==> config.mk <==
export PLATFORM = sky130hd
export DESIGN_NAME = hic_ctrl
export DESIGN_NICKNAME = d
export VERILOG_FILES = /design/src/include/hic_pkg.sv /design/src/rtl/hic_amp_map.sv /design/src/rtl/hic_sample_timer.sv /design/src/rtl/hic_ctrl.sv
export SDC_FILE = /design/constraint.sdc
export NUM_CORES = 1
export LEC_CHECK = 0
export BUFFER_PORTS_ARGS = -buffer_cell sky130_fd_sc_hd__buf_4
export CORE_ASPECT_RATIO = 1.5
export CORE_MARGIN = 2
export CORE_UTILIZATION = 45
export CTS_BUF_LIST = sky130_fd_sc_hd__clkbuf_2 sky130_fd_sc_hd__clkbuf_4 sky130_fd_sc_hd__clkbuf_8
export CTS_CLUSTER_SIZE = 12
export DETAILED_ROUTE_END_ITERATION = 7
export PLACE_DENSITY = 0.7
export SYNTH_ARGS = -nofsm -noshare
export SYNTH_HDL_FRONTEND = slang
export SYNTH_SLANG_ARGS = --single-unit
==> constraint.sdc <==
create_clock -name clk -period 2.4 [get_ports clk]
set_clock_uncertainty 0.1 [all_clocks]
set_input_delay 0.48 -clock clk [delete_from_list [all_inputs] [get_ports clk]]
set_output_delay 0.48 -clock clk [all_outputs]
set_load 0.01 [all_outputs]
==> src/include/hic_pkg.sv <==
// constants and types for the haptic input interpretation control block
`default_nettype none
package hic_pkg;
	// ----------------------------------------------------------------
	// register map
	// ----------------------------------------------------------------
	localparam logic [7:0] HIC_CTRL_ADDR  = 8'h1C;
	localparam logic [7:0] HIC_STAT_ADDR  = 8'h1D;
	localparam logic [7:0] HIC_CTRL_RST   = 8'hDA;
	localparam int         HIC_BIDIR_BIT  = 7;
	localparam int         HIC_STAB_BIT   = 6;
	localparam int         HIC_SAMP_LSB   = 4;
	localparam int         HIC_STAT_BRAKE = 0;
	localparam int         HIC_STAT_GAIN  = 1;
	localparam int         HIC_STAT_CLOSE = 2;
	// ----------------------------------------------------------------
	// timing
	// ----------------------------------------------------------------
	localparam int HIC_CLK_MHZ    = 125;
	localparam int HIC_SAMP0_US   = 150;
	localparam int HIC_SAMP1_US   = 200;
	localparam int HIC_SAMP2_US   = 250;
	localparam int HIC_SAMP3_US   = 300;
	localparam int HIC_SAMP0_CYC  = HIC_SAMP0_US * HIC_CLK_MHZ;
	localparam int HIC_SAMP1_CYC  = HIC_SAMP1_US * HIC_CLK_MHZ;
	localparam int HIC_SAMP2_CYC  = HIC_SAMP2_US * HIC_CLK_MHZ;
	localparam int HIC_SAMP3_CYC  = HIC_SAMP3_US * HIC_CLK_MHZ;
	localparam int HIC_AMP_W      = 8;
	localparam int HIC_CNT_W      = 16;
	// ----------------------------------------------------------------
	// types
	// ----------------------------------------------------------------
	typedef enum logic [1:0] {
		HIC_MODE_UNI    = 2'b00,
		HIC_MODE_BIOPEN = 2'b01,
		HIC_MODE_BICLO  = 2'b10
	} hic_mode_t;
	typedef struct packed {
		logic                 brake;
		logic [HIC_AMP_W-1:0] mag;
	} hic_drive_t;
endpackage
`default_nettype wire

==> src/rtl/hic_amp_map.sv <==
// input amplitude to drive magnitude and direction mapping
`default_nettype none
module hic_amp_map
	import hic_pkg::*;
#(
	parameter int W = HIC_AMP_W
) (
	input  wire logic      [W-1:0] amp,        // input amplitude, all ones is 100%
	input  wire hic_mode_t         mode,       // coding and loop mode
	input  wire logic              fb_brake,   // feedback asks for braking
	output var  hic_drive_t        drive       // mapped drive
);
	initial begin
		if (W != HIC_AMP_W) $error("hic_amp_map: W must equal HIC_AMP_W");
	end

	localparam logic [W-1:0] HALF = {1'b1, {(W-1){1'b0}}};
	localparam logic [W-1:0] FULL = {W{1'b1}};

	// doubles the distance from mid-scale, saturating at full scale
	function automatic logic [W-1:0] dbl_sat(input logic [W-1:0] d);
		logic [W:0] s;
		s = {d, 1'b0};
		dbl_sat = s[W] ? FULL : s[W-1:0];
	endfunction

	wire logic         above   = amp > HALF;
	wire logic [W-1:0] up_dist = amp - HALF;
	wire logic [W-1:0] dn_dist = HALF - amp;
	wire logic [W-1:0] up_mag  = (amp == FULL) ? FULL : dbl_sat(up_dist);

	always_comb begin
		case (mode)
			HIC_MODE_UNI: begin
				drive.mag   = amp;
				drive.brake = fb_brake;
			end
			HIC_MODE_BIOPEN: begin
				drive.mag   = above ? up_mag : dbl_sat(dn_dist);
				drive.brake = amp < HALF;
			end
			HIC_MODE_BICLO: begin
				drive.mag   = above ? up_mag : '0;
				drive.brake = fb_brake;
			end
			default: begin
				drive.mag   = '0;
				drive.brake = 1'b0;
			end
		endcase
	end
endmodule
`default_nettype wire

==> src/rtl/hic_sample_timer.sv <==
// auto-resonance sampling period tick generator
`default_nettype none
module hic_sample_timer
	import hic_pkg::*;
#(
	parameter int CYC0 = HIC_SAMP0_CYC,
	parameter int CYC1 = HIC_SAMP1_CYC,
	parameter int CYC2 = HIC_SAMP2_CYC,
	parameter int CYC3 = HIC_SAMP3_CYC
) (
	input  wire logic       clk,      // clock
	input  wire logic       rst,      // sync reset
	input  wire logic [1:0] sel,      // sampling period code
	output var  logic       tick_q    // one-cycle pulse per period
);
	initial begin
		if (CYC0 < 2 || CYC1 < 2 || CYC2 < 2 || CYC3 < 2 ||
		    CYC0 >= 2**HIC_CNT_W || CYC1 >= 2**HIC_CNT_W ||
		    CYC2 >= 2**HIC_CNT_W || CYC3 >= 2**HIC_CNT_W)
			$error("hic_sample_timer: period counts out of range");
	end

	logic [HIC_CNT_W-1:0] cnt_q;
	logic [HIC_CNT_W-1:0] last;

	always_comb begin
		case (sel)
			2'h0:    last = HIC_CNT_W'(CYC0 - 1);
			2'h1:    last = HIC_CNT_W'(CYC1 - 1);
			2'h2:    last = HIC_CNT_W'(CYC2 - 1);
			default: last = HIC_CNT_W'(CYC3 - 1);
		endcase
	end

	// >= so a shorter period chosen mid-count ends at once
	wire logic wrap = cnt_q >= last;

	always_ff @(posedge clk) begin
		if (rst) begin
			cnt_q  <= '0;
			tick_q <= 1'b0;
		end else begin
			cnt_q  <= wrap ? '0 : cnt_q + 1'b1;
			tick_q <= wrap;
		end
	end
endmodule
`default_nettype wire

==> src/rtl/hic_ctrl.sv <==
// haptic input interpretation control: register, amplitude mapping, gain and sampling
//
// The address-and-strobe port and the placing of the registers were chosen for this implementation.
`default_nettype none
module hic_ctrl
	import hic_pkg::*;
#(
	parameter int SAMP0_CYC = HIC_SAMP0_CYC,
	parameter int SAMP1_CYC = HIC_SAMP1_CYC,
	parameter int SAMP2_CYC = HIC_SAMP2_CYC,
	parameter int SAMP3_CYC = HIC_SAMP3_CYC
) (
	input  wire logic                 clk,             // clock, 125 MHz
	input  wire logic                 rst,             // sync reset, active high
	input  wire logic [7:0]           reg_addr,        // register address
	input  wire logic [7:0]           reg_wdata,       // write data
	input  wire logic                 reg_we,          // write strobe
	input  wire logic                 reg_re,          // read strobe
	output var  logic [7:0]           reg_rdata_q,     // read data, cycle after strobe
	input  wire logic [HIC_AMP_W-1:0] amp_in,          // input amplitude
	input  wire logic                 amp_valid,       // amplitude sample strobe
	input  wire logic                 closed_loop,     // closed-loop drive active
	input  wire logic                 fb_brake,        // feedback asks for braking
	input  wire logic                 brake_near_done, // braking almost complete
	output var  hic_drive_t           drive_q,         // drive magnitude and brake
	output var  logic                 drive_valid_q,   // drive updated pulse
	output var  logic                 gain_reduce_q,   // lower loop gain
	output var  logic                 sample_tick_q,   // resonance sampling tick
	output var  logic [1:0]           sample_sel_q     // active sampling period code
);
	// ----------------------------------------------------------------
	// control register
	// ----------------------------------------------------------------
	logic [7:0] ctrl_q;
	logic [7:0] ctrl_d;

	wire logic ctrl_hit = reg_addr == HIC_CTRL_ADDR;
	wire logic stat_hit = reg_addr == HIC_STAT_ADDR;
	wire logic bidir    = ctrl_q[HIC_BIDIR_BIT];
	wire logic stab_en  = ctrl_q[HIC_STAB_BIT];
	wire logic [1:0] samp_code = ctrl_q[HIC_SAMP_LSB +: 2];

	assign ctrl_d = (reg_we && ctrl_hit) ? reg_wdata : ctrl_q;

	always_ff @(posedge clk) begin
		if (rst) begin
			ctrl_q <= HIC_CTRL_RST;
		end else begin
			ctrl_q <= ctrl_d;
		end
	end

	// ----------------------------------------------------------------
	// amplitude mapping
	// ----------------------------------------------------------------
	hic_mode_t  mode;
	hic_drive_t drive_d;

	// the host is expected to avoid unidirectional coding in open loop;
	// if it does not, the input is still read as unidirectional
	assign mode = !bidir      ? HIC_MODE_UNI :
	              closed_loop ? HIC_MODE_BICLO : HIC_MODE_BIOPEN;

	hic_amp_map #(
		.W (HIC_AMP_W)
	) u_map (
		.amp      (amp_in),
		.mode     (mode),
		.fb_brake (fb_brake),
		.drive    (drive_d)
	);

	always_ff @(posedge clk) begin
		if (rst) begin
			drive_q       <= '0;
			drive_valid_q <= 1'b0;
		end else begin
			if (amp_valid) begin
				drive_q <= drive_d;
			end
			drive_valid_q <= amp_valid;
		end
	end

	// ----------------------------------------------------------------
	// brake end gain reduction
	// ----------------------------------------------------------------
	wire logic gain_reduce_d = stab_en && drive_q.brake && brake_near_done;

	always_ff @(posedge clk) begin
		if (rst) begin
			gain_reduce_q <= 1'b0;
			sample_sel_q  <= 2'h0;
		end else begin
			gain_reduce_q <= gain_reduce_d;
			sample_sel_q  <= samp_code;
		end
	end

	// ----------------------------------------------------------------
	// resonance sampling timer
	// ----------------------------------------------------------------
	hic_sample_timer #(
		.CYC0 (SAMP0_CYC),
		.CYC1 (SAMP1_CYC),
		.CYC2 (SAMP2_CYC),
		.CYC3 (SAMP3_CYC)
	) u_timer (
		.clk    (clk),
		.rst    (rst),
		.sel    (samp_code),
		.tick_q (sample_tick_q)
	);

	// ----------------------------------------------------------------
	// read port
	// ----------------------------------------------------------------
	wire logic [7:0] stat_val = {5'h00, closed_loop, gain_reduce_q, drive_q.brake};
	wire logic [7:0] rdata_d  = !reg_re  ? 8'h00 :
	                            ctrl_hit ? ctrl_q :
	                            stat_hit ? stat_val : 8'h00;

	always_ff @(posedge clk) begin
		if (rst) begin
			reg_rdata_q <= 8'h00;
		end else begin
			reg_rdata_q <= rdata_d;
		end
	end

	// ----------------------------------------------------------------
	// check helpers
	// ----------------------------------------------------------------
	// cycles since the last tick; a code change spoils the gap until the next tick
	logic [HIC_CNT_W-1:0] tick_gap_q;
	logic                 sel_moved_q;

	function automatic logic [HIC_CNT_W-1:0] period_last(input logic [1:0] code);
		case (code)
			2'h0:    period_last = HIC_CNT_W'(SAMP0_CYC - 1);
			2'h1:    period_last = HIC_CNT_W'(SAMP1_CYC - 1);
			2'h2:    period_last = HIC_CNT_W'(SAMP2_CYC - 1);
			default: period_last = HIC_CNT_W'(SAMP3_CYC - 1);
		endcase
	endfunction

	always_ff @(posedge clk) begin
		if (rst || sample_tick_q) begin
			tick_gap_q  <= '0;
			sel_moved_q <= 1'b0;
		end else begin
			tick_gap_q  <= (tick_gap_q == '1) ? tick_gap_q : tick_gap_q + 1'b1;
			sel_moved_q <= sel_moved_q || (samp_code != sample_sel_q);
		end
	end

	// ----------------------------------------------------------------
	// checks
	// ----------------------------------------------------------------
	localparam logic [HIC_AMP_W-1:0] A_HALF = 8'h80;
	localparam logic [HIC_AMP_W-1:0] A_QTR  = 8'h40;
	localparam logic [HIC_AMP_W-1:0] A_3QTR = 8'hC0;
	localparam logic [HIC_AMP_W-1:0] A_FULL = 8'hFF;
endmodule
`default_nettype wire

After elaboration in Yosys (flattened, before gate mapping)
Cells that the tools add are included.
{"block": "word_totals", "regBits": 46, "inputBits": 32, "output_inout_bits": 22, "word_cells": 41}
{"block": "classes", "add_sub_neg": 3, "order_cmp": 3, "eq_ne": 7, "mux": 11, "n_bitwise": 1, "n_reduce_logical": 7}
{"cell": "8-bit two-way mux", "n": 6}
{"cell": "16-bit case mux with 3 select lines", "n": 1}
{"cell": "9-bit case mux with 3 select lines", "n": 1}
{"cell": "16-bit by 1-bit adder with 16-bit output, second input constant", "n": 1}
{"cell": "8-bit by 5-bit equality test with 1-bit output, second input constant", "n": 2}
{"cell": "16-bit greater-or-equal comparator", "n": 1}
{"cell": "8-bit equality test, second input constant", "n": 1}
{"cell": "8-bit > comparator, second input constant", "n": 1}
{"cell": "8-bit less-than comparator, second input constant", "n": 1}
{"cell": "8-bit subtractor, first input constant", "n": 1}
{"cell": "8-bit subtractor, second input constant", "n": 1}
{"cell": "2-bit by 1-bit equality test with 1-bit output, second input constant", "n": 2}
{"cell": "2-bit equality test, second input constant", "n": 2}
{"cell": "2-bit logical NOT", "n": 2}
{"cell": "2-bit two-way mux", "n": 2}
{"cell": "2-bit OR reduction", "n": 2}
{"cell": "1-bit logical AND", "n": 3}
{"cell": "3-bit two-way mux", "n": 1}
{"cell": "1-bit NOT", "n": 1}

Depth between registers and ports, before layout
{"block": "logic_depth", "ltp_word": 5, "depth_mapped": 9, "ltp_nobuf": 8}

Cells and area by module
From an unflattened synthesis, not the netlist that was laid out.
{"block": "hier_totals", "cells_unflattened": 307, "hier_area_um2": 2806.4}
{"module": "hic_sample_timer", "instances": 1, "cells_per_inst": 130, "area_each_um2": 1211.2}
{"module": "hic_ctrl", "instances": 1, "cells_per_inst": 98, "area_each_um2": 1062.3}
{"module": "hic_amp_map", "instances": 1, "cells_per_inst": 79, "area_each_um2": 533.0}

Worst setup path after synthesis
OpenSTA, ideal clock, no wires.
{"block": "synth_timing", "kind": "reg-to-reg", "start": "register ctrl_q[4]", "end": "register u_timer.cnt_q[10]", "setup_ns": 0.140, "t_arrival_ns": 2.356, "required_time_ns": 2.160, "setup_slack_ns": -0.195, "stages_incl_launch_ff": 10, "synth_period_minus_slack_ns": 2.595, "path_cell_list": "dfxtp_1 -> inv_1 -> ha_1 -> inv_1 -> ha_1 -> nand3_1 -> or4_4 -> a211oi_4 -> buf_8 -> nor3_2"}
{"block": "synth_between", "elab_chain_len": 4, "word_cells_on_any_way": 6}
{"element": "start: declaration", "line": "hic_ctrl.sv:34", "rtl": "logic [7:0] ctrl_q;"}
{"element": "start signal: assignment", "line": "hic_ctrl.sv:49", "rtl": "ctrl_q <= ctrl_d;"}
{"element": "2-bit equality test, or another cell as far along", "line": "hic_sample_timer.sv:27", "rtl": "case (sel)"}
{"element": "16-bit case mux with 3 select lines *", "line": "hic_sample_timer.sv:27"}
{"element": "16-bit greater-or-equal comparator *", "line": "hic_sample_timer.sv:36", "rtl": "wire logic wrap = cnt_q >= last;"}
{"element": "2-bit OR reduction (no line) *"}
{"element": "end signal: assignment", "line": "hic_sample_timer.sv:43", "rtl": "cnt_q <= wrap ? '0 : cnt_q + 1'b1;"}
{"element": "end: declaration", "line": "hic_sample_timer.sv:23", "rtl": "logic [HIC_CNT_W-1:0] cnt_q;"}
Every way passes the cells marked *; elsewhere a longest branch is shown, timed or not.
A chain may end at the register's enable or synchronous reset.

Final worst setup path
{"block": "layout_timing", "start": "register ctrl_q[4]", "end": "register u_timer.cnt_q[5]"}
Same word-level chain as after synthesis.

==> qor.txt <==
Mapped Nets - 342
CP Launch Point - ctrl_q[4]$_SDFFE_PP1P_
Power density cells - 429.5 nW/µm²
Vias in the first global route - 2219
Clk pin slew, worst setup/hold paths - 0.10 ns
Util after Layout - 0.6016
Predominant post-synthesis flop cell - dfxtp_1
Gr ovfl total - 0
Routability cong. - 0.8489
Remaining DRCs - 0
FF/Latch Area - 928.4 µm²
Area of the multi-input gates - 1677 µm²
Vias per cell - 5.693
TritonCTS clock tree - built
Nets - 404
DRT antenna net count - 0
Worst Path Arrival - 2.47 ns
Seq/Total Area, Yosys - 0.3532
#FFs+latches synth - 46
Final hold viol count - 0
Layout area overhead - 31.53%
Syn avg cell area - 9.022 µm²
Largest net degree at the start of global routing - 20
Crit path kind - flop to flop
Reg-to-reg startpoint - ctrl_q[4]$_SDFFE_PP1P_
Antenna violations before repair - 0
First-pass GRT wire length - 10210 µm
Async SR Flop Fraction - 0
Worst Setup End Kind - flop
Min Clock Period, post-route - 2.377 ns
Netlist cell types - 52
Layout cell share with drive strength beyond 1 - 0.3182
Worst Max-Slew Pin Slew - 0.4512 ns
Syn Std Cell Area - 2608 µm²
Post-Synthesis Cells - 289
Post-Route WL - 6585 µm
DP Worst Slack - 0.04245 ns
Site Rows - 34
Tcrit/Tclk final - 0.9903
Die height - 97.23 µm
DR vias - 2414
Yosys Warn Count - 0
Die Wd - 66.15 µm
# setup viols final - 0
Total Routing Usage GR - 0.2004
Startpoint class of the critical path - flop
Die ar. - 6432 µm²
Post-route setup slack - 0.02323 ns
CP max FO - 8
Status - complete, no violations
Fmax - 420.7 MHz
I/O Buffers - 53
HP Class - input port to flop
Max-slew headroom - 0.6986
First-pass DRT Iterations - 5
Core Region - 5700 µm²
P_leak - 1.480 nW
Routed len/inst - 15.53 µm
Clock sink total - 46
Total of max-cap violations - 0
Post-CTS Hold Buffers - 0
Worst skew pair latency - 0.31 ns
Final HPWL DP - 4920 µm
Max IR drop VDD - 0.0003529 V
Number of synthesized flops with an enable pin - 0
Most frequent cells in the layout - buf_4, dfxtp_1, nor2_1
Starting Density - 0.4574
Maximum clock path buffer count - 2
Filler cell count - 510
Slew Limit Fails - 0
Root Buffer - clkbuf_8
Commonest non-fill, non-tap cell in the layout - buf_4
First DRT Iteration DRCs - 154
# IOs - 54
H-tree levels - 2
Num CTS Buffers - 5
HP Start - reg_wdata[7]
Antenna cells - 0
Worst EP required - 2.49 ns
[per-layer routing]
layer | vias up | track usage | part of all wire
met1 | 1140 | 0.2204 | 0.38
li1 | 1177 | - | -
met4 | 0 | 0.07692 | 0.039
met2 | 76 | 0.3646 | 0.54
met5 | - | 0 | 0
met3 | 21 | 0.03824 | 0.039
[synth_stat cells, types with 2 or more instances]
| cell type | count | area (µm²) |
|---|---|---|
| a211o_1 | 2 | 17.52 |
| a211oi_1 | 9 | 67.56 |
| a21boi_0 | 2 | 15.01 |
| a21oi_1 | 10 | 50.05 |
| a311oi_1 | 3 | 26.28 |
| a31oi_1 | 2 | 12.51 |
| and2_1 | 4 | 25.02 |
| and3_1 | 2 | 12.51 |
| and4_1 | 3 | 26.28 |
| buf_2 | 2 | 10.01 |
| clkbuf_1 | 14 | 52.55 |
| dfxtp_1 | 46 | 920.9 |
| ha_1 | 21 | 262.8 |
| inv_1 | 9 | 33.78 |
| mux2i_1 | 11 | 110.1 |
| nand2_1 | 18 | 67.56 |
| nand2b_1 | 4 | 25.02 |
| nand3_1 | 12 | 60.06 |
| nand3b_1 | 2 | 15.01 |
| nand4_1 | 7 | 43.79 |
| nor2_1 | 22 | 82.58 |
| nor2b_1 | 3 | 18.77 |
| nor3_1 | 8 | 40.04 |
| nor3_2 | 10 | 100.1 |
| nor3b_1 | 4 | 30.03 |
| nor4_1 | 4 | 25.02 |
| o211ai_1 | 3 | 22.52 |
| o21ai_0 | 8 | 40.04 |
| o311ai_0 | 3 | 26.28 |
| o31ai_1 | 2 | 15.01 |
| or3_1 | 3 | 18.77 |
| or4_1 | 2 | 15.01 |
| xnor2_1 | 5 | 43.79 |
| xor2_1 | 11 | 96.34 |
[power breakdown]
part           leakage [nW]  internal, W  switching, W  total, W
registers             0.375     0.000779     0.0000129  0.000791
logic                  1.06    0.0000944     0.0000960  0.000190
clock network        0.0489     0.000211      0.000280  0.000491
total                  1.48      0.00108      0.000389   0.00147
[per-stage QoR]
stage | power, W | cell area [µm²] | hold slack (ns) | setup TNS, ns | instances
2_1_floorplan | 0.0009027 | 2625 | 0.3295 | 0 | 289
3_3_place_gp | 0.0009972 | 3143 | 0.3402 | 0 | 408
5_1_grt | 0.001532 | 3430 | 0.2762 | -0.2219 | 424
4_1_cts | 0.001479 | 3234 | 0.2748 | 0 | 416
6_report | 0.001473 | 3430 | 0.2747 | 0 | 424
3_5_place_dp | 0.0009995 | 3143 | 0.3458 | 0 | 408
[critical path: stages (launching register included)]
cell and delay, ns:
dfxtp_4 0.40, inv_4 0.05, ha_4 0.26, inv_2 0.04, ha_4 0.26, nand3_2 0.07, or4_4 0.51, a211oi_4 0.21
buf_4 0.16, clkbuf_16 0.15, nor3_2 0.04
[final cells by class]
| cell class | instances | share of cell area |
|---|---|---|
| multi-input cells | 217 | 0.4889 |
| flip-flops and latches | 46 | 0.2707 |
| repair buffers | 72 | 0.1762 |
| well taps | 72 | 0.02627 |
| clock buffers | 5 | 0.02007 |
| inverters | 9 | 0.01131 |
| clock inverters | 3 | 0.006567 |
[path summary, 6_finish.rpt]
path	end	slack [ns]	cells after the start
max	u_timer.cnt_q[5]$_SDFF_PP0_	0.02	10
min	ctrl_q[7]$_SDFFE_PP1P_	0.27	3
max reg2reg	u_timer.cnt_q[5]$_SDFF_PP0_	0.02	10
min reg2reg	reg_rdata_q[3]$_SDFF_PP0_	0.37	1
[sequential cells by signal, indices dropped and copies added (netlist names)]
| register | flops |
|---|---|
| sample_sel_q | 2 |
| ctrl_q | 8 |
| drive_q | 9 |
| u_timer.cnt_q | 16 |
| drive_valid_q | 1 |
| u_timer.tick_q | 1 |
| reg_rdata_q | 8 |
| gain_reduce_q | 1 |
[cells by family after synthesis]
kind of cell,Yosys count,synth area share
buf+inv,26,0.04270
xor+xnor,16,0.05374
mux,11,0.04223
flops,46,0.3532
simple gates,115,0.2558
compound gates,54,0.1516
fa+ha+maj,21,0.1008
[repair_timing]
item                       in CTS  in global routing
buffers inserted                0                  6
resized for setup               0                 16
setup endpoints to repair       0                 17
Power figures use the tool's default switching activity.
